$ cat src/iidt_defs.vh
`ifndef IIDT_DEFS_VH
`define IIDT_DEFS_VH
// register byte offsets
`define IIDT_OFS_INSTR 8'h00
`define IIDT_OFS_COND 8'h04
`define IIDT_OFS_BUS 8'h08
`define IIDT_OFS_CTRL 8'h0c
`define IIDT_OFS_STATUS 8'h10
`define IIDT_OFS_REMAIN 8'h14
// bus timing reset values, fastest bus 2-1-2
`define IIDT_R_RST 4'h2
`define IIDT_B_RST 4'h1
`define IIDT_W_RST 4'h2
`define IIDT_R_FAST 8'h02
// condition register field positions
`define IIDT_C_MISS 0
`define IIDT_C_MISAL 1
`define IIDT_C_BASEDEP 2
`define IIDT_C_INDEX 3
`define IIDT_C_JMPNC 4
`define IIDT_C_SPAN_LO 5
`define IIDT_C_SPAN_HI 6
`define IIDT_C_WBUF 7
`define IIDT_C_DISPIMM 8
`define IIDT_C_INV_LO 9
`define IIDT_C_INV_HI 12
`define IIDT_C_TLB 13
`define IIDT_C_AD_LO 14
`define IIDT_C_AD_HI 15
`define IIDT_C_MULTI 16
// penalties in clocks
`define IIDT_MISAL_CLK 8'h03
`define IIDT_TLB0_CLK 8'h0d
`define IIDT_TLB1_CLK 8'h15
`define IIDT_TLB2_CLK 8'h1c
// opcodes, upper seven bits where w is the low bit
`define IIDT_OP_LOAD 7'h45
`define IIDT_OP_STORE 7'h44
`define IIDT_OP_SWAP 7'h43
`define IIDT_OP_IMMMEM 7'h63
`define IIDT_OP_ESC 8'h0f
`define IIDT_OP_PUSHM 8'hff
`define IIDT_OP_POPM 8'h8f
`define IIDT_OP_LEA 8'h8d
`define IIDT_FLD_PUSH 3'h6
`define IIDT_FLD_ZERO 3'h0
// instruction classes
`define IIDT_CL_NONE 4'h0
`define IIDT_CL_LOAD 4'h1
`define IIDT_CL_STORE 4'h2
`define IIDT_CL_EXT 4'h3
`define IIDT_CL_PUSH 4'h4
`define IIDT_CL_POP 4'h5
`define IIDT_CL_SWAP 4'h6
`define IIDT_CL_LEA 4'h7
`define IIDT_CL_IMMMEM 4'h8
`define IIDT_CL_ALU 4'h9
// alu operation field codes
`define IIDT_ALU_ADD 3'h0
`define IIDT_ALU_OR 3'h1
`define IIDT_ALU_ADC 3'h2
`define IIDT_ALU_SBB 3'h3
`define IIDT_ALU_AND 3'h4
`define IIDT_ALU_SUB 3'h5
`define IIDT_ALU_XOR 3'h6
// bus answers
`define IIDT_RESP_OKAY 2'h0
`define IIDT_RESP_DECERR 2'h3
`endif

$ cat src/iidt_core.v
`include "iidt_defs.vh"

// Contract
// - miss penalties assume a 2-1-2 bus with zero wait states
// - slower first read adds r minus 2 to the first doubleword miss penalty
// - every misaligned access adds three clocks
// - access to a line being filled stalls until the fill completes
// - base register written by previous instruction adds one clock
// - an index register in the address adds one clock
// - uncached jump target adds r, up to 3b more, then r+3b more
// - waiting for the write buffer to drain adds w clocks
// - displacement together with immediate adds one clock
// - each contending invalidate cycle adds one clock
// - tlb miss adds 13, 21 or 28 clocks by entries needing update
// - unaligned multi-item read miss adds an extra fill of r+3b
// - opcode 1000101w loads memory into register, 1 clock, miss 2
// - opcode 1000100w stores register to memory in 1 clock
// - 0f then 1011z11w extends zero or sign, 3 clocks, miss 2
// - ff with field 110 pushes memory, 4 clocks, miss 1
// - 8f with field 000 pops to memory, 6 clocks, miss 2
// - opcode 1000011w swaps register with memory in 5 clocks
// - opcode 8d loads effective address, 1 clock, 2 with index
// - alu field: add 000 or 001 adc 010 sbb 011 and 100 sub 101 xor 110
// - opcode 1100011w field 000 moves immediate to memory in 1 clock
module iidt_core (
   input wire core_clk, // 50 mhz clock
   input wire nrst, // async reset, active low
   input wire fill_busy, // line fill in progress, async pin
   input wire [7:0] s_axi_awaddr, // write address
   input wire s_axi_awvalid, // write address valid
   output reg s_axi_awready, // write address ready
   input wire [31:0] s_axi_wdata, // write data
   input wire [3:0] s_axi_wstrb, // write byte strobes
   input wire s_axi_wvalid, // write data valid
   output reg s_axi_wready, // write data ready
   output reg [1:0] s_axi_bresp, // write response
   output reg s_axi_bvalid, // write response valid
   input wire s_axi_bready, // write response ready
   input wire [7:0] s_axi_araddr, // read address
   input wire s_axi_arvalid, // read address valid
   output reg s_axi_arready, // read address ready
   output reg [31:0] s_axi_rdata, // read data
   output reg [1:0] s_axi_rresp, // read response
   output reg s_axi_rvalid, // read data valid
   input wire s_axi_rready, // read data ready
   output reg busy, // timing run in progress
   output reg done // one-cycle pulse at end of run
);
   localparam ST_IDLE = 3'b001;
   localparam ST_WAIT = 3'b010;
   localparam ST_COUNT = 3'b100;

   reg [23:0] instr;
   reg [16:0] cond;
   reg [3:0] bus_r;
   reg [3:0] bus_b;
   reg [3:0] bus_w;
   reg [2:0] state;
   reg [7:0] remain;
   reg [7:0] total;
   reg [3:0] cls;
   reg wide;
   reg sext;
   reg [2:0] alu_op;
   reg valid;
   reg fill_s1;
   reg fill_s2;
   reg aw_held;
   reg w_held;
   reg [7:0] aw_addr;
   reg [31:0] w_data;
   reg [3:0] w_strb;

   // ************************************************
   // decode
   // ************************************************
   reg [3:0] next_cls;
   reg [7:0] base_clk;
   reg [7:0] miss_clk;
   reg [7:0] next_total;
   reg [7:0] r8;
   reg [7:0] b3;
   wire [7:0] op0 = instr[7:0];
   wire [7:0] op1 = instr[15:8];
   wire [7:0] mrm = op0 == `IIDT_OP_ESC ? instr[23:16] : op1;
   wire mem_form = mrm[7:6] != 2'b11;
   wire [1:0] span = cond[`IIDT_C_SPAN_HI:`IIDT_C_SPAN_LO];
   wire [1:0] ad = cond[`IIDT_C_AD_HI:`IIDT_C_AD_LO];

   // byte lane merge, shared by every writable register
   function [31:0] merge;
      input [31:0] old;
      input [31:0] dat;
      input [3:0] strb;
      integer i;
      begin
         merge = old;
         for (i = 0; i < 4; i = i + 1) begin
            if (strb[i]) begin
               merge[i*8 +: 8] = dat[i*8 +: 8];
            end
         end
      end
   endfunction

   // class and base/miss clocks from the opcode bytes
   always @* begin
      next_cls = `IIDT_CL_NONE;
      base_clk = 8'h00;
      miss_clk = 8'h00;
      if (op0[7:1] == `IIDT_OP_LOAD) begin
         next_cls = `IIDT_CL_LOAD;
         base_clk = 8'h01;
         miss_clk = 8'h02;
      end else if (op0[7:1] == `IIDT_OP_STORE) begin
         next_cls = `IIDT_CL_STORE;
         base_clk = 8'h01;
      end else if (op0 == `IIDT_OP_ESC && op1[7:4] == 4'hb && op1[2:1] == 2'b11) begin
         next_cls = `IIDT_CL_EXT;
         base_clk = 8'h03;
         miss_clk = 8'h02;
      end else if (op0 == `IIDT_OP_PUSHM && op1[5:3] == `IIDT_FLD_PUSH) begin
         next_cls = `IIDT_CL_PUSH;
         base_clk = 8'h04;
         miss_clk = 8'h01;
      end else if (op0 == `IIDT_OP_POPM && op1[5:3] == `IIDT_FLD_ZERO) begin
         next_cls = `IIDT_CL_POP;
         base_clk = mem_form ? 8'h06 : 8'h04;
         miss_clk = mem_form ? 8'h02 : 8'h01;
      end else if (op0[7:1] == `IIDT_OP_SWAP) begin
         next_cls = `IIDT_CL_SWAP;
         base_clk = mem_form ? 8'h05 : 8'h03;
      end else if (op0 == `IIDT_OP_LEA) begin
         next_cls = `IIDT_CL_LEA;
         base_clk = 8'h01;
      end else if (op0[7:1] == `IIDT_OP_IMMMEM && op1[5:3] == `IIDT_FLD_ZERO) begin
         next_cls = `IIDT_CL_IMMMEM;
         base_clk = 8'h01;
      end else if (op0[7:6] == 2'b00 && op0[2] == 1'b0 && op0[5:3] != 3'h7) begin
         // alu register and memory forms; field 111 is compare, outside this block
         next_cls = `IIDT_CL_ALU;
         base_clk = !mem_form ? 8'h01 : (op0[1] ? 8'h02 : 8'h03);
         miss_clk = 8'h02;
      end
      // register forms never touch the data cache; pop still reads the stack,
      // so its register form keeps its own miss figure
      if (!mem_form && next_cls != `IIDT_CL_LEA && next_cls != `IIDT_CL_POP) begin
         miss_clk = 8'h00;
      end
   end

   // penalty sum; base miss figures already assume the 2-1-2 bus
   // 8-bit sum wraps silently; totals beyond 255 are outside this model
   always @* begin
      r8 = {4'h0, bus_r};
      b3 = {4'h0, bus_b} + {4'h0, bus_b} + {4'h0, bus_b};
      next_total = base_clk;
      if (cond[`IIDT_C_MISS] && miss_clk != 8'h00) begin
         next_total = next_total + miss_clk + r8 - `IIDT_R_FAST;
         if (cond[`IIDT_C_MULTI]) begin
            next_total = next_total + r8 + b3;
         end
      end
      if (cond[`IIDT_C_MISAL]) begin
         next_total = next_total + `IIDT_MISAL_CLK;
      end
      if (cond[`IIDT_C_BASEDEP] && mem_form) begin
         next_total = next_total + 8'h01;
      end
      if (cond[`IIDT_C_INDEX] && mem_form) begin
         next_total = next_total + 8'h01;
      end
      if (cond[`IIDT_C_JMPNC]) begin
         next_total = next_total + r8;
         if (span != 2'b00) begin
            next_total = next_total + b3;
         end
         if (span[1]) begin
            next_total = next_total + r8 + b3;
         end
      end
      if (cond[`IIDT_C_WBUF]) begin
         next_total = next_total + {4'h0, bus_w};
      end
      if (cond[`IIDT_C_DISPIMM]) begin
         next_total = next_total + 8'h01;
      end
      next_total = next_total + {4'h0, cond[`IIDT_C_INV_HI:`IIDT_C_INV_LO]};
      if (cond[`IIDT_C_TLB]) begin
         if (ad == 2'b00) begin
            next_total = next_total + `IIDT_TLB0_CLK;
         end else if (ad == 2'b01) begin
            next_total = next_total + `IIDT_TLB1_CLK;
         end else begin
            next_total = next_total + `IIDT_TLB2_CLK;
         end
      end
   end

   // ************************************************
   // register bus
   // ************************************************
   wire wr_go = aw_held && w_held && !s_axi_bvalid;
   wire start_wr = wr_go && aw_addr == `IIDT_OFS_CTRL && w_strb[0] && w_data[0];

   // each stored field merged by byte lane, then cut back to its own width
   wire [31:0] instr_word = merge({8'h00, instr}, w_data, w_strb);
   wire [31:0] cond_word = merge({15'h0000, cond}, w_data, w_strb);
   wire [31:0] bus_word = merge({20'h00000, bus_w, bus_b, bus_r}, w_data, w_strb);

   // write channels taken in either order, answered once both are held
   always @(posedge core_clk or negedge nrst) begin
      if (!nrst) begin
         s_axi_awready <= 1'b1;
         s_axi_wready <= 1'b1;
         s_axi_bvalid <= 1'b0;
         s_axi_bresp <= `IIDT_RESP_OKAY;
         aw_held <= 1'b0;
         w_held <= 1'b0;
         aw_addr <= 8'h00;
         w_data <= 32'h00000000;
         w_strb <= 4'h0;
         instr <= 24'h000000;
         cond <= 17'h00000;
         bus_r <= `IIDT_R_RST;
         bus_b <= `IIDT_B_RST;
         bus_w <= `IIDT_W_RST;
      end else begin
         if (s_axi_awvalid && s_axi_awready) begin
            aw_addr <= s_axi_awaddr;
            aw_held <= 1'b1;
            s_axi_awready <= 1'b0;
         end
         if (s_axi_wvalid && s_axi_wready) begin
            w_data <= s_axi_wdata;
            w_strb <= s_axi_wstrb;
            w_held <= 1'b1;
            s_axi_wready <= 1'b0;
         end
         if (wr_go) begin
            s_axi_bvalid <= 1'b1;
            s_axi_bresp <= `IIDT_RESP_OKAY;
            if (aw_addr == `IIDT_OFS_INSTR) begin
               instr <= instr_word[23:0];
            end else if (aw_addr == `IIDT_OFS_COND) begin
               cond <= cond_word[16:0];
            end else if (aw_addr == `IIDT_OFS_BUS) begin
               {bus_w, bus_b, bus_r} <= bus_word[11:0];
            end else if (aw_addr == `IIDT_OFS_CTRL || aw_addr == `IIDT_OFS_STATUS ||
                         aw_addr == `IIDT_OFS_REMAIN) begin
               s_axi_bresp <= `IIDT_RESP_OKAY; // start or read-only, no storage
            end else begin
               s_axi_bresp <= `IIDT_RESP_DECERR;
            end
         end
         if (s_axi_bvalid && s_axi_bready) begin
            s_axi_bvalid <= 1'b0;
            aw_held <= 1'b0;
            w_held <= 1'b0;
            s_axi_awready <= 1'b1;
            s_axi_wready <= 1'b1;
         end
      end
   end

   // read answer one cycle after the address is taken
   always @(posedge core_clk or negedge nrst) begin
      if (!nrst) begin
         s_axi_arready <= 1'b1;
         s_axi_rvalid <= 1'b0;
         s_axi_rdata <= 32'h00000000;
         s_axi_rresp <= `IIDT_RESP_OKAY;
      end else if (s_axi_arvalid && s_axi_arready) begin
         s_axi_arready <= 1'b0;
         s_axi_rvalid <= 1'b1;
         s_axi_rresp <= `IIDT_RESP_OKAY;
         // rdata only moves when an address is taken, so it stands for the answer
         if (s_axi_araddr == `IIDT_OFS_INSTR) begin
            s_axi_rdata <= {8'h00, instr};
         end else if (s_axi_araddr == `IIDT_OFS_COND) begin
            s_axi_rdata <= {15'h0000, cond};
         end else if (s_axi_araddr == `IIDT_OFS_BUS) begin
            s_axi_rdata <= {20'h00000, bus_w, bus_b, bus_r};
         end else if (s_axi_araddr == `IIDT_OFS_CTRL) begin
            s_axi_rdata <= 32'h00000000;
         end else if (s_axi_araddr == `IIDT_OFS_STATUS) begin
            // upper byte and bits 15:11 read as zero
            s_axi_rdata <= {8'h00, total, 5'h00, alu_op, cls,
                            sext, wide, valid, busy};
         end else if (s_axi_araddr == `IIDT_OFS_REMAIN) begin
            s_axi_rdata <= {24'h000000, remain};
         end else begin
            s_axi_rdata <= 32'h00000000;
            s_axi_rresp <= `IIDT_RESP_DECERR;
         end
      end else if (s_axi_rvalid && s_axi_rready) begin
         s_axi_rvalid <= 1'b0;
         s_axi_arready <= 1'b1;
      end
   end

   // ************************************************
   // timing run
   // ************************************************
   // two-stage sync on the fill pin before anything reads it
   always @(posedge core_clk or negedge nrst) begin
      if (!nrst) begin
         fill_s1 <= 1'b0;
         fill_s2 <= 1'b0;
      end else begin
         fill_s1 <= fill_busy;
         fill_s2 <= fill_s1;
      end
   end

   // start latches decode, waits out any fill if the operand is in memory, then counts the clocks down
   // start to done spans the total plus the wait and count entry edges
   always @(posedge core_clk or negedge nrst) begin
      if (!nrst) begin
         state <= ST_IDLE;
         remain <= 8'h00;
         total <= 8'h00;
         cls <= `IIDT_CL_NONE;
         wide <= 1'b0;
         sext <= 1'b0;
         alu_op <= 3'h0;
         valid <= 1'b0;
         busy <= 1'b0;
         done <= 1'b0;
      end else begin
         done <= 1'b0;
         case (state)
            ST_IDLE: begin
               // a start written while busy lands outside idle and is dropped
               if (start_wr) begin
                  cls <= next_cls;
                  total <= next_total;
                  remain <= next_total;
                  wide <= op0 == `IIDT_OP_ESC ? op1[0] : op0[0];
                  sext <= op0 == `IIDT_OP_ESC && op1[3];
                  alu_op <= op0[5:3];
                  valid <= 1'b0;
                  busy <= 1'b1;
                  state <= ST_WAIT;
               end
            end
            ST_WAIT: begin
               // a memory access must not overtake a fill in progress
               if (!(fill_s2 && mem_form)) begin
                  state <= ST_COUNT;
               end
            end
            ST_COUNT: begin
               // zero and one both end here, so every run counts at least once
               if (remain <= 8'h01) begin
                  remain <= 8'h00;
                  valid <= 1'b1;
                  busy <= 1'b0;
                  done <= 1'b1;
                  state <= ST_IDLE;
               end else begin
                  remain <= remain - 8'h01;
               end
            end
            default: begin
               state <= ST_IDLE;
            end
         endcase
      end
   end
endmodule

$ cat config.mk
export PLATFORM = sky130hd
export DESIGN_NAME = iidt_core
export DESIGN_NICKNAME = d
export VERILOG_FILES = /design/src/iidt_core.v
export VERILOG_INCLUDE_DIRS = /design/src
export SDC_FILE = /design/constraint.sdc
export NUM_CORES = 1
export LEC_CHECK = 0
export ABC_AREA = 1
export BUFFER_PORTS_ARGS = -buffer_cell sky130_fd_sc_hd__buf_2
export CORE_MARGIN = 1.5
export CORE_UTILIZATION = 55
export DETAILED_ROUTE_END_ITERATION = 8
export PLACE_DENSITY = 0.79
export SYNTH_ARGS = -nofsm -noshare
export SYNTH_HDL_FRONTEND = slang
export SYNTH_SLANG_ARGS = --single-unit
$ cat constraint.sdc
create_clock -name core_clk -period 17.2 [get_ports core_clk]
set_clock_uncertainty 0.1 [all_clocks]
set_input_delay 0.86 -clock core_clk [delete_from_list [all_inputs] [get_ports core_clk]]
set_output_delay 0.86 -clock core_clk [all_outputs]
set_load 0.02 [all_outputs]
# --- Yosys cells after proc, flatten, opt, wreduce, memory -nomap -nowiden ---
# Index checks and enable logic that the tools add are counted.
word_totals:
  mem_bits_rw: 0
  romBits: 0
  mem_count: 0
  reg_bits: 164
  out_inout_bits: 43
  latch_bits: 0
classes:
  n_reduce_logical: 52
  n_bitwise: 3
  mul: 0
  muxes: 94
  n_div: 0
  eq_ne: 32
  order_cmp: 1
  addsub: 21
  n_shift: 0
op_table:
  columns: ["operator", "n"]
  rows:
  - ["$mux 8", 21]
  - ["$mux 24", 5]
  - ["$add 8x4->8", 6]
  - ["$mux 2", 24]
  - ["$eq 8x4->1 const B", 5]
  - ["$mux 4", 9]
  - ["$eq 8x5->1 const B", 4]
  - ["$eq 7x7->1 const B", 4]
  - ["$mux 3", 9]
  - ["$add 8x1->8 const B", 3]
  - ["$add 8x6->8", 3]
  - ["$eq 8x8->1 const B", 3]
  - ["$logic_and 1x1->1", 24]
  - ["$mux 1", 22]
  - ["$add 8x5->8 const B", 2]
  - ["$eq 8x3->1 const B", 2]
  - ["$logic_not 8->1", 2]
  - ["$pmux 8 s2", 1]
  - ["$reduce_and 3->1", 5]
  - ["$reduce_and 4->1", 3]
  - ["$reduce_bool 2->1", 6]
  - ["$reduce_and 5->1", 2]
  - ["$pmux 3 s3", 1]
  - ["$add 8x2->8 const B", 1]
  - ["24 further kinds", 36]

# --- Longest topological paths before layout ---
# Gate-level depths: netlist (run 1).
logic_depth:
  depth_word: 48
  depth_mapped: 78
  mapped_depth_nobuf: 77

# --- Least setup slack after synthesis (run 1) ---
# Ideal clock, no wire load.
synth_timing:
  path_type: "register to register"
  startpoint: "register instr[1]"
  endpoint: "register total[6]"
  path_stages_with_launch: 65
  path_buffers: 1
  setup_time_ns: 0.125
  period_less_slack_ns: 10.497
  t_arrival_ns: 10.271
  path_slack_ns: 6.703
  path_cell_list: "dfrtp_1 buf_4 nand2_1 inv_1 nand2_2 nor2_4 nand2_2 nand2_2 o21ai_1 nand3b_1 nor2_1 fa_1 inv_1 fa_1 inv_1 fa_1 inv_1 ha_1 (+29 left out) or2_2 o21ai_0 inv_1 ha_1 nand3_1 and2_1 or2_2 nand2_1 inv_1 ha_1 a21oi_1 inv_1 a22oi_1 o21ai_0 nand2_1 nand2_1 a21oi_1 a21oi_1"
synth_via:
  elab_chain_cells: 44
  word_cells_on_any_way: 87
  classes_between: "add/sub (18); eq/ne (11); mux (46); reduce/logical (12)"
synth_lines:
  columns: ["element", "line", "rtl"]
  rows:
  - ["from (decl)", "iidt_core.v:53", "reg [23:0] instr;"]
  - ["from (signal assigned)", "iidt_core.v:244", "instr <= instr_word[23:0];"]
  - ["$eq 7x7->1 (no line)", null, null]
  - ["$logic_and 1x1->1 (no line)", null, null]
  - ["$mux 4", "iidt_core.v:136", "end else if (op0[7:1] == `IIDT_OP_IMMMEM && op1[5:3] == `IIDT_FLD_ZERO) begin"]
  - ["$mux 4", "iidt_core.v:133", "end else if (op0 == `IIDT_OP_LEA) begin"]
  - ["$mux 4", "iidt_core.v:130", "end else if (op0[7:1] == `IIDT_OP_SWAP) begin"]
  - ["$mux 4", "iidt_core.v:126", "end else if (op0 == `IIDT_OP_POPM && op1[5:3] == `IIDT_FLD_ZERO) begin"]
  - ["$mux 4", "iidt_core.v:122", "end else if (op0 == `IIDT_OP_PUSHM && op1[5:3] == `IIDT_FLD_PUSH) begin"]
  - ["$mux 4", "iidt_core.v:118", "end else if (op0 == `IIDT_OP_ESC && op1[7:4] == 4'hb && op1[2:1] == 2'b11) begin"]
  - ["(+28 left out)", null, null]
  - ["$mux 8 *", "iidt_core.v:182", "if (cond[`IIDT_C_WBUF]) begin"]
  - ["$add 8x1->8", "iidt_core.v:186", "next_total = next_total + 8'h01;"]
  - ["$mux 8 *", "iidt_core.v:185", "if (cond[`IIDT_C_DISPIMM]) begin"]
  - ["$add 8x4->8 *", "iidt_core.v:188", "next_total = next_total + {4'h0, cond[`IIDT_C_INV_HI:`IIDT_C_INV_LO]};"]
  - ["$add 8x5->8 (no line)", null, null]
  - ["$mux 8", "iidt_core.v:192", "end else if (ad == 2'b01) begin"]
  - ["$mux 8", "iidt_core.v:190", "if (ad == 2'b00) begin"]
  - ["$mux 8 *", "iidt_core.v:189", "if (cond[`IIDT_C_TLB]) begin"]
  - ["to (signal assigned)", "iidt_core.v:337", "total <= next_total;"]
  - ["to (decl)", "iidt_core.v:60", "reg [7:0] total;"]
# Mark *: on every way between the ends. The rest lies on a longest branch, timed or not. The select of a mux whose other input is x is not followed.
# A chain may end at the register's enable or synchronous reset.

# --- Worst setup path after layout (run 1) ---
layout_timing:
  startpoint: "register instr[2]"
  endpoint: "register remain[4]"
layout_via:
  elab_chain_cells: 48
  word_cells_on_any_way: 93
  classes_between: "add/sub (18); eq/ne (11); mux (49); bitwise (1); reduce/logical (14)"
layout_lines:
  columns: ["element", "line", "rtl"]
  rows:
  - ["parallel branches: the longest is 28 deep, another holds $eq 8x4->1", null, null]
  - ["$mux 8 *", "iidt_core.v:170", "if (cond[`IIDT_C_INDEX] && mem_form) begin"]
  - ["$add 8x4->8", "iidt_core.v:174", "next_total = next_total + r8;"]
  - ["$add 8x6->8", "iidt_core.v:176", "next_total = next_total + b3;"]
  - ["$mux 8", "iidt_core.v:175", "if (span != 2'b00) begin"]
  - ["$mux 8", "iidt_core.v:173", "if (cond[`IIDT_C_JMPNC]) begin"]
  - ["$add 8x4->8", "iidt_core.v:179", "next_total = next_total + r8 + b3;"]
  - ["$add 8x6->8", "iidt_core.v:179", null]
  - ["(+5 left out)", null, null]
  - ["$mux 8 *", "iidt_core.v:185", null]
  - ["$add 8x4->8 *", "iidt_core.v:188", null]
  - ["$add 8x5->8 (no line)", null, null]
  - ["$mux 8", "iidt_core.v:192", null]
  - ["$mux 8", "iidt_core.v:190", null]
  - ["$mux 8 *", "iidt_core.v:189", null]
  - ["$mux 8 *", "iidt_core.v:335", "if (start_wr) begin"]
  - ["$pmux 8 s2 *", "iidt_core.v:332", "case (state)"]
  - ["to (signal assigned)", "iidt_core.v:338", "remain <= next_total;"]
  - ["to (signal assigned)", "iidt_core.v:362", "remain <= remain - 8'h01;"]
  - ["to (decl)", "iidt_core.v:59", "reg [7:0] remain;"]
# Mark *: on every way between the ends. The select of a mux whose other input is x is not followed.

==> impl_metrics.tcl, run 1 <==
set metrics [dict create \
    status "finished clean" \
    cpMaxStageDelayCell "dfrtp_1" \
    period_minus_slack_ps 12040 \
    hold_depth 0 \
    fin_util_pct 63.1 \
    diodes 0 \
    gp_congestion 0.921 \
    die-area_mm2 0.0203 \
    arrival_ps 12230 \
    finalNonFillerCells 1814 \
    grt_overflow 0 \
    met3_usage_pct 4.07 \
    finalHoldViolCount 0 \
    met1_usage_pct 39.0 \
    cts_hold_buf 0 \
    grt_pass1_wl_um 44700 \
    io_buffers 85 \
    rr_startpoint "instr[2]$_DFFE_PN0P_" \
    antenna_found_initial 0 \
    path_class "register to register" \
    cts_tree "yes" \
    dpl.hpwl_um 20900 \
    drive_above_1_share_pct 13.9 \
    whs_ps 251 \
    clock_latency_ps 440 \
    dieWidth_um 142 \
    grt_pass1_vias 9148 \
    critPathBufInv 15 \
    synth-seq-area-share_pct 36.1 \
    clock-sinks 154 \
    avgSynthCellArea_um2 7.30 \
    clock-root-buffer "clkbuf_16" \
    rsz0062_at_grt "false" \
    critPathMaxStageDelay_ps 540 \
    synth_cells 1464 \
    min_period_over_period_pct 70.0 \
    area_growth_pct 11.5 \
    num_rows 50 \
    worst-path-max-fanout 8 \
    fmax_mhz 83.0 \
    htreeDepth 4 \
    num_vias 9748 \
    finalSetupViolCount 0 \
    drt-initial-drc-count 742 \
    die_h_um 142 \
    ys_warn_count 0 \
    r2r_end "remain[4]$_DFFE_PN0P_" \
    crit_path_start_kind "register" \
    grtUsageTotal_pct 28.3 \
    drt_wl_total_um 27100 \
    drv_cap 0 \
    worst_pin_slew_ps 1240 \
    crit_start "instr[2]$_DFFE_PN0P_" \
    dp.cells 1782 \
    core_area_mm2 0.0189 \
    cp_common_cell "inv_1" \
    via_per_inst 5.37 \
    power_density_mw_per_mm2 165 \
    drc 0 \
    max-clock-path-buffers 2 \
    wl_per_cell_um 15.0 \
    grt_use_met2_pct 46.4 \
    grt_start_max_net_pins 82 \
    hold_path_startpoint "fill_s1$_DFF_PN0_" \
    ff2ff_setup_slack_ps 5160 \
    cts_resized 0 \
    yosys_register_bits 154 \
    drv_slew 0 \
    drtPass1Iterations 5 \
    cellLeakagePower_nw 6.15 \
    cp_top_family "adder cells" \
    ir_drop_v 0.000103 \
    yosysUniqueCellTypes 51 \
    clk_pin_slew_worst_paths_ps 70 \
    setup-tns-final_ps 0 \
    min_to "fill_s2$_DFF_PN0_" \
    worstPathRequired_ps 17390 \
    hp-class "register to register" \
    postCtsSetupRepairBufs 0 \
    crit_path_end_kind "register" \
    start_util_pct 56.6 \
    ff2ff_path_depth 70 \
    ant_nets 0 \
    max_slew_margin_pct 17.1 \
    grt.busiest_layer "met2" \
    final_nets 1672 \
    cts_made_buffers 17 \
    ios 103 \
    syn_area_mm2 0.0107 \
]
[routing by layer]
layer / wire (µm) / up-vias
li1: - / 4852
met1: 12300 / 4554
met2: 12800 / 292
met3: 1490 / 50
met4: 565 / 0
met5: 0 / -
[where the power goes]
| part | switching, W | total (W) | internal, W |
|---|---|---|---|
| combinational | 0.000663 | 0.00102 | 0.000360 |
| sequential | 0.0000957 | 0.000568 | 0.000472 |
| clock | 0.000180 | 0.000375 | 0.000195 |
[registers in the layout (all words and copies together), names as in the netlist, 3 cells and up]
| register | count |
|---|---|
| instr | 24 |
| s_axi_rdata | 24 |
| w_data | 24 |
| cond | 17 |
| aw_addr | 8 |
| remain | 8 |
| total | 8 |
| bus_b | 4 |
| bus_r | 4 |
| bus_w | 4 |
| cls | 4 |
| alu_op | 3 |
| state | 3 |
| w_strb | 3 |
[cells in the final DEF, fill, tap and decap left out, drive strengths merged, types with 12 or more instances in the layout]
| cell type | Yosys | layout |
|---|---|---|
| nand4 | 14 | 14 |
| a221oi | 12 | 12 |
| inv | 229 | 236 |
| nor2 | 124 | 124 |
| ha | 54 | 54 |
| nand3b | 13 | 13 |
| a21oi | 64 | 64 |
| nor3 | 16 | 16 |
| buf | 14 | 90 |
| nand2 | 410 | 410 |
| o21ai | 150 | 150 |
| fa | 17 | 17 |
| nand3 | 87 | 87 |
| clkinv | 5 | 13 |
| clkbuf | 25 | 17 |
| dfrtp | 147 | 147 |
[worst max-delay path by stage]
stage,endpoint,slack [ps],cells after the start
after floorplan,total[6]$_DFFE_PN0P_,6700,64
after global placement,remain[4]$_DFFE_PN0P_,5530,67
after detailed placement,remain[4]$_DFFE_PN0P_,5320,67
after CTS,remain[4]$_DFFE_PN0P_,5260,67
after global routing,remain[4]$_DFFE_PN0P_,4130,70
final,remain[4]$_DFFE_PN0P_,5160,70
[per-stage QoR]
stage	instance area (µm²)	power, W	setup slack [ps]
5_1_grt	11900	0.00215	4130
3_3_place_gp	11300	0.00154	5530
6_report	11900	0.00197	5160
4_1_cts	11900	0.00196	5260
2_1_floorplan	10700	0.00132	6700
3_5_place_dp	11300	0.00158	5320
[worst reg2reg max path, delay by kind of cell, from the launching register on]
kind                     cells  cell delay [ps]
adder cells (fa/ha/maj)     14             4750
AO/OA/AOI/OAI               12             1940
buffers and inverters       15             1140
AND/OR/NAND/NOR             27             3010
flip-flops                   1              540
XOR/XNOR                     2              390
[cell families (layout without fill, tap and decap cells)]
kind of cell	Yosys count	count (layout)	share of synthesized area [%]
flip-flops	154	154	36.1
AND/OR/NAND/NOR	679	679	28.4
other	1	8	0.0351
multiplexers	3	3	0.293
XOR/XNOR	20	20	1.64
adder cells (fa/ha/maj)	71	71	9.50
AO/OA/AOI/OAI	263	263	14.0
buffers and inverters	273	356	10.0
[synthesized netlist by cell type, drive strengths merged]
master | n | area (µm²)
nand2 | 410 | 1670
inv | 229 | 860
o21ai | 150 | 754
dfrtp | 147 | 3680
nor2 | 124 | 495
nand3 | 87 | 495
a21oi | 64 | 358
ha | 54 | 676
clkbuf | 25 | 93.8
fa | 17 | 340
nor3 | 16 | 90.1
buf | 14 | 98.8
nand4 | 14 | 87.6
nand3b | 13 | 101
a221oi | 12 | 105
xnor2 | 10 | 87.6
xor2 | 10 | 87.6
o221ai | 8 | 70.1
a31oi | 7 | 43.8
dfstp | 7 | 184
o211ai | 7 | 52.6
or2 | 6 | 37.5
and2 | 5 | 31.3
clkinv | 5 | 18.8
nor4 | 4 | 25.0
a21o | 3 | 22.5
o22ai | 3 | 18.8
a22oi | 2 | 15.0
mux2i | 2 | 20.0
o31ai | 2 | 15.0
conb | 1 | 3.75
mux2 | 1 | 11.3
o2111ai | 1 | 8.76
o21a | 1 | 7.51
o21bai | 1 | 7.51
o22a | 1 | 8.76
o41ai | 1 | 8.76
[area by class of cell]
cell class | instances | area [µm²]
Inverter | 234 | 878
Fill cell | 1695 | 6980
Multi-Input combinational cell | 1044 | 5780
Timing Repair Buffer | 90 | 469
Sequential cell | 154 | 3860
Clock buffer | 17 | 425
Tap cell | 260 | 325
Clock inverter | 15 | 173
Power figures use the tool's default switching activity.
==> inputs of run 2 (changes only) <==
Clock period 17.2 ns to 12.29 ns, I/O delays scaled along.
==> run 2 against run 1 <==
  * Die area unchanged
  * Wire length down 1.7%
  * Sequential power up 41%
  * Highest routed layer unchanged
  * Sequential cell count unchanged
  * Largest power group unchanged
  * Setup slack worse by 4300 ps
  * Critical path type unchanged
  * Critical endpoint is now total[6]$_DFFE_PN0P_
  * Via count down 0.40%
  * Cell count up 0.11%
  * Clock power up 38%
  * Critical path depth down 4
  * Largest cell class unchanged
  * Design area up 0.38%
==> impl_metrics.tcl, run 2 (synthesized netlist as in run 1, its figures left out) <==
set metrics [dict create \
    status "finished clean" \
    grt_start_max_net_pins 91 \
    p_seq_share_pct 29.2 \
    die_h_um 142 \
    whs_ps 149 \
    reg_top3 "instr: 24 flops, s_axi_rdata: 24 flops, w_data: 24 flops" \
    dp.cells 1783 \
    drt_wl_total_um 26700 \
    worst_pin_slew_ps 818 \
    clock-root-buffer "clkbuf_16" \
    ant_nets 0 \
    cts_made_buffers 17 \
    finalSetupViolCount 0 \
    cellLeakagePower_nw 6.15 \
    layout_commonest_cell "nand2_1" \
    period_minus_slack_ps 11430 \
    path_class "register to register" \
    min_period_over_period_pct 93.0 \
    finalHoldViolCount 0 \
    fmax_mhz 87.5 \
    critPathBufInv 13 \
    mostFrequentLayoutCells "nand2_1 (367), inv_1 (220), o21ai_0 (143)" \
    ff2ff_setup_slack_ps 860 \
    diodes 0 \
    worstPathRequired_ps 12490 \
    nFillCells 1699 \
    max-clock-path-buffers 2 \
    area_growth_pct 11.9 \
    finalInstanceArea_mm2 0.0120 \
    cts_hold_buf 0 \
    hp-class "input pin to async pin" \
    drv_cap 0 \
    num_vias 9709 \
    gp_congestion 0.987 \
    cp_common_cell "nand2_1" \
    wl_per_cell_um 14.7 \
    cpMaxStageDelayCell "fa_1" \
    grt_pass1_vias 9001 \
    via_per_inst 5.35 \
    ios 103 \
    ff2ff_path_depth 66 \
    placedInstanceArea_mm2 0.0113 \
    swShare_pct 46.6 \
    cp_top_family "adder cells" \
    dieWidth_um 142 \
    setup-tns-final_ps 0 \
    drv_slew 0 \
    cts_tree "yes" \
    pwr-share-comb_pct 51.9 \
    clock-sinks 154 \
    arrival_ps 11630 \
    core_area_mm2 0.0189 \
    grt_pass1_wl_um 43900 \
    power_density_mw_per_mm2 230 \
    drt-initial-drc-count 818 \
    worst-path-max-fanout 7 \
    crit_path_end_kind "register" \
    clk_pin_slew_worst_paths_ps 60 \
    r2r_end "total[6]$_DFFE_PN0P_" \
    die-area_mm2 0.0203 \
    rr_startpoint "instr[6]$_DFFE_PN0P_" \
    critPathMaxStageDelay_ps 540 \
    max_slew_margin_pct 45.5 \
    p_int_w 0.00147 \
    drive_above_1_share_pct 14.9 \
    clock_latency_ps 430 \
    num_rows 50 \
    rsz0062_at_grt "false" \
    htreeDepth 4 \
    start_util_pct 56.6 \
    io_buffers 85 \
    drtPass1Iterations 5 \
    crit_path_start_kind "register" \
    dpl.hpwl_um 20300 \
    drc 0 \
    final_nets 1674 \
    antenna_found_initial 0 \
    power_frac_clock_pct 18.9 \
    finalNonFillerCells 1816 \
    ir_drop_v 0.000137 \
    p_sw_w 0.00128 \
    grtUsageTotal_pct 27.7 \
    grt_overflow 0 \
    finalPower_w 0.00275 \
]
[run 2: cell types whose count changed in the layout (fill, tap and decap cells not counted), sizes merged]
cell | before | now
buf | 90 | 92
bufinv | 0 | 1
clkbuf | 17 | 19
clkinv | 13 | 10
clkinvlp | 0 | 1
inv | 236 | 235
[run 2: worst max-delay path by stage]
stage                         startpoint                    end  cells past startpoint
floorplan           instr[1]$_DFFE_PN0P_   total[6]$_DFFE_PN0P_                     64
global placement    instr[1]$_DFFE_PN0P_  remain[4]$_DFFE_PN0P_                     63
detailed placement  instr[2]$_DFFE_PN0P_  remain[4]$_DFFE_PN0P_                     70
CTS                 instr[2]$_DFFE_PN0P_  remain[4]$_DFFE_PN0P_                     70
global route        instr[6]$_DFFE_PN0P_  remain[4]$_DFFE_PN0P_                     71
finish              instr[6]$_DFFE_PN0P_   total[6]$_DFFE_PN0P_                     66
[run 2: area by class of cell]
cell class | count | area (µm²) | area share, %
Tap cell | 260 | 325 | 2.72
Sequential cell | 154 | 3870 | 32.4
Clock inverter | 13 | 136 | 1.14
Multi-Input combinational cell | 1044 | 5820 | 48.7
Clock buffer | 19 | 443 | 3.70
Inverter | 234 | 878 | 7.34
Timing Repair Buffer | 92 | 484 | 4.05
[run 2: per-stage QoR]
step           setup slack, ps  utilization [%]
2_1_floorplan             1790                -
3_3_place_gp               837             59.9
3_5_place_dp               610             59.9
4_1_cts                    556             63.0
5_1_grt                   6.74             63.3
6_report                   863             63.3
[run 2: power by group through the flow]
| stage | Combinational, W | Sequential, W | Clock [W] |
|---|---|---|---|
| 6_report | 0.00143 | 0.000802 | 0.000519 |
| 5_1_grt | 0.00166 | 0.000819 | 0.000547 |
| 4_1_cts | 0.00140 | 0.000795 | 0.000524 |
| 3_5_place_dp | 0.00139 | 0.000802 | 0 |
| 3_3_place_gp | 0.00133 | 0.000797 | 0 |
| 2_1_floorplan | 0.00106 | 0.000785 | 0 |
[run 2: layer usage]
| layer | wire length (µm) | global-route usage, % |
|---|---|---|
| met1 | 11900 | 37.7 |
| met2 | 12400 | 45.6 |
| met3 | 1850 | 4.51 |
| met4 | 547 | 8.57 |
| met5 | 0 | 0 |
[run 2: worst register-to-register path: cells and delay by family (launching register included)]
| family | cells | cell delay (ps) |
|---|---|---|
| adders and majority gates | 15 | 5230 |
| and+or+nand+nor | 27 | 2960 |
| AOI/OAI and AO/OA | 11 | 1520 |
| buffers and inverters | 13 | 1000 |
| DFF | 1 | 470 |
[run 2: repair_timing]
item / CTS / global route
buffers inserted: 0 / 1
resized for setup: 0 / 18
endpoints found under the setup margin: 0 / 5
hold endpoints to repair: 0 / 0
==> inputs of run 3 (changes only) <==
Settings changed: CTS_BUF_LIST from default to sky130_fd_sc_hd__clkbuf_4 sky130_fd_sc_hd__clkbuf_8 sky130_fd_sc_hd__clkbuf_16.
==> run 3 against run 2 <==
  * Sequential power about the same
  * Die area did not move
  * Hold slack about the same
  * Register-to-register slack about the same
  * Global-route usage unchanged
  * Via count hardly changed
  * Setup slack improved by 0.50 ps
  * Critical endpoint unchanged
  * Largest cell class unchanged
  * Largest power group unchanged
==> impl_metrics.tcl, run 3 (synthesized netlist as in run 1, its figures left out) <==
set metrics [dict create \
    status "finished clean" \
    reg_top3 "instr: 24 flops, s_axi_rdata: 24 flops, w_data: 24 flops" \
    drt_wl_total_um 26700 \
    clk_pin_slew_worst_paths_ps 60 \
    finalInstanceArea_mm2 0.0120 \
    grtUsageTotal_pct 27.7 \
    cts_hold_buf 0 \
    die-area_mm2 0.0203 \
    drc 0 \
    drt-initial-drc-count 823 \
    start_util_pct 56.6 \
    grt_pass1_wl_um 43900 \
    finalSetupViolCount 0 \
    post-place-ws_ps 610 \
    arrival_ps 11630 \
    setup-tns-final_ps 0 \
    via_per_inst 5.35 \
    num_vias 9718 \
    worst_pin_slew_ps 826 \
    cellLeakagePower_nw 6.16 \
    finalHoldViolCount 0 \
    die_h_um 142 \
    max-clock-path-buffers 2 \
    io_buffers 85 \
    ff2ff_setup_slack_ps 860 \
    grt_start_max_net_pins 91 \
    ff2ff_path_depth 66 \
    period_minus_slack_ps 11430 \
    final_nets 1674 \
    max_slew_margin_pct 44.9 \
    path_class "register to register" \
    hp-class "input pin to async pin" \
    grt_overflow 0 \
    drive_above_1_share_pct 15.0 \
    dpl.hpwl_um 20300 \
    nFillCells 1697 \
    drv_slew 0 \
    diodes 0 \
    drv_cap 0 \
    finalPower_w 0.00275 \
    ios 103 \
    clock_latency_ps 430 \
    placedInstanceArea_mm2 0.0113 \
    grt_pass1_vias 9001 \
    num_rows 50 \
    ir_drop_v 0.000136 \
    ant_nets 0 \
    mostFrequentLayoutCells "nand2_1 (367), inv_1 (220), o21ai_0 (143)" \
    clock-sinks 154 \
    worst-path-max-fanout 7 \
    rr_startpoint "instr[6]$_DFFE_PN0P_" \
    core_area_mm2 0.0189 \
    multi_input_area_mm2 0.00582 \
    fin_util_pct 63.3 \
    cpMaxStageDelayCell "fa_1" \
    cp_common_cell "nand2_1" \
    seq_area_mm2 0.00387 \
    wl_per_cell_um 14.7 \
    layout_commonest_cell "nand2_1" \
    clock-root-buffer "clkbuf_16" \
    area_growth_pct 11.9 \
    worstPathRequired_ps 12490 \
    critPathMaxStageDelay_ps 540 \
    fmax_mhz 87.5 \
    min_period_over_period_pct 93.0 \
    cts_tree "yes" \
    cts_made_buffers 17 \
    antenna_found_initial 0 \
    dieWidth_um 142 \
    worst_slack_ps 864 \
    drtPass1Iterations 6 \
    rsz0062_at_grt "false" \
    htreeDepth 4 \
    power_density_mw_per_mm2 230 \
    crit_path_end_kind "register" \
    r2r_end "total[6]$_DFFE_PN0P_" \
    gp_congestion 0.987 \
    crit_path_start_kind "register" \
]
## run 3: cell counts in the layout (fill, tap and decap cells not counted)
No cell type changed its count.
## run 3: worst max-delay path by stage
stage                    startpoint                    end  slack, ps  cells after the start
6_report       instr[6]$_DFFE_PN0P_   total[6]$_DFFE_PN0P_        860                     66
5_1_grt        instr[6]$_DFFE_PN0P_  remain[4]$_DFFE_PN0P_          7                     71
2_1_floorplan  instr[1]$_DFFE_PN0P_   total[6]$_DFFE_PN0P_       1790                     64
3_5_place_dp   instr[2]$_DFFE_PN0P_  remain[4]$_DFFE_PN0P_        610                     70
4_1_cts        instr[2]$_DFFE_PN0P_  remain[4]$_DFFE_PN0P_        560                     70
3_3_place_gp   instr[1]$_DFFE_PN0P_  remain[4]$_DFFE_PN0P_        840                     63
## run 3: repair_timing
item / in CTS / in global routing
endpoints found under the setup margin: 0 / 5
gates resized for setup: 0 / 18
setup buffers: 0 / 1
## run 3: stage by stage
step,hold WS (ps),cells
finish,149,1816
global route,178,1816
CTS,178,1815
detailed placement,241,1783
global placement,235,1783
floorplan,219,1471
## run 3: metal layers
layer	vias to the layer above	part of all wire (%)	GRT usage [%]	wire length (µm)
met4	0	2.0	8.57	542
li1	4860	-	-	-
met3	45	6.9	4.51	1830
met5	-	0	0	0
met1	4479	45	37.7	11900
met2	334	46	45.6	12300
## run 3: where the power goes
group	internal (W)	switching (W)
clock network	0.000293	0.000228
logic	0.000514	0.000912
registers	0.000663	0.000139
## run 3: cell type report
type | count | area share [%]
clock inverters | 13 | 1.14
flip-flops and latches | 154 | 32.4
multi-input cells | 1044 | 48.7
inverters | 234 | 7.34
repair buffers | 92 | 4.05
well taps | 260 | 2.72
clock buffers | 19 | 3.73
## run 3: critical path: cells and delay by family, from the launching register on
family / cells / cell delay [ps]
buffers and inverters: 13 / 990
and+or+nand+nor: 27 / 2950
AOI/OAI and AO/OA: 11 / 1520
adders and majority gates: 15 / 5230
DFF: 1 / 470
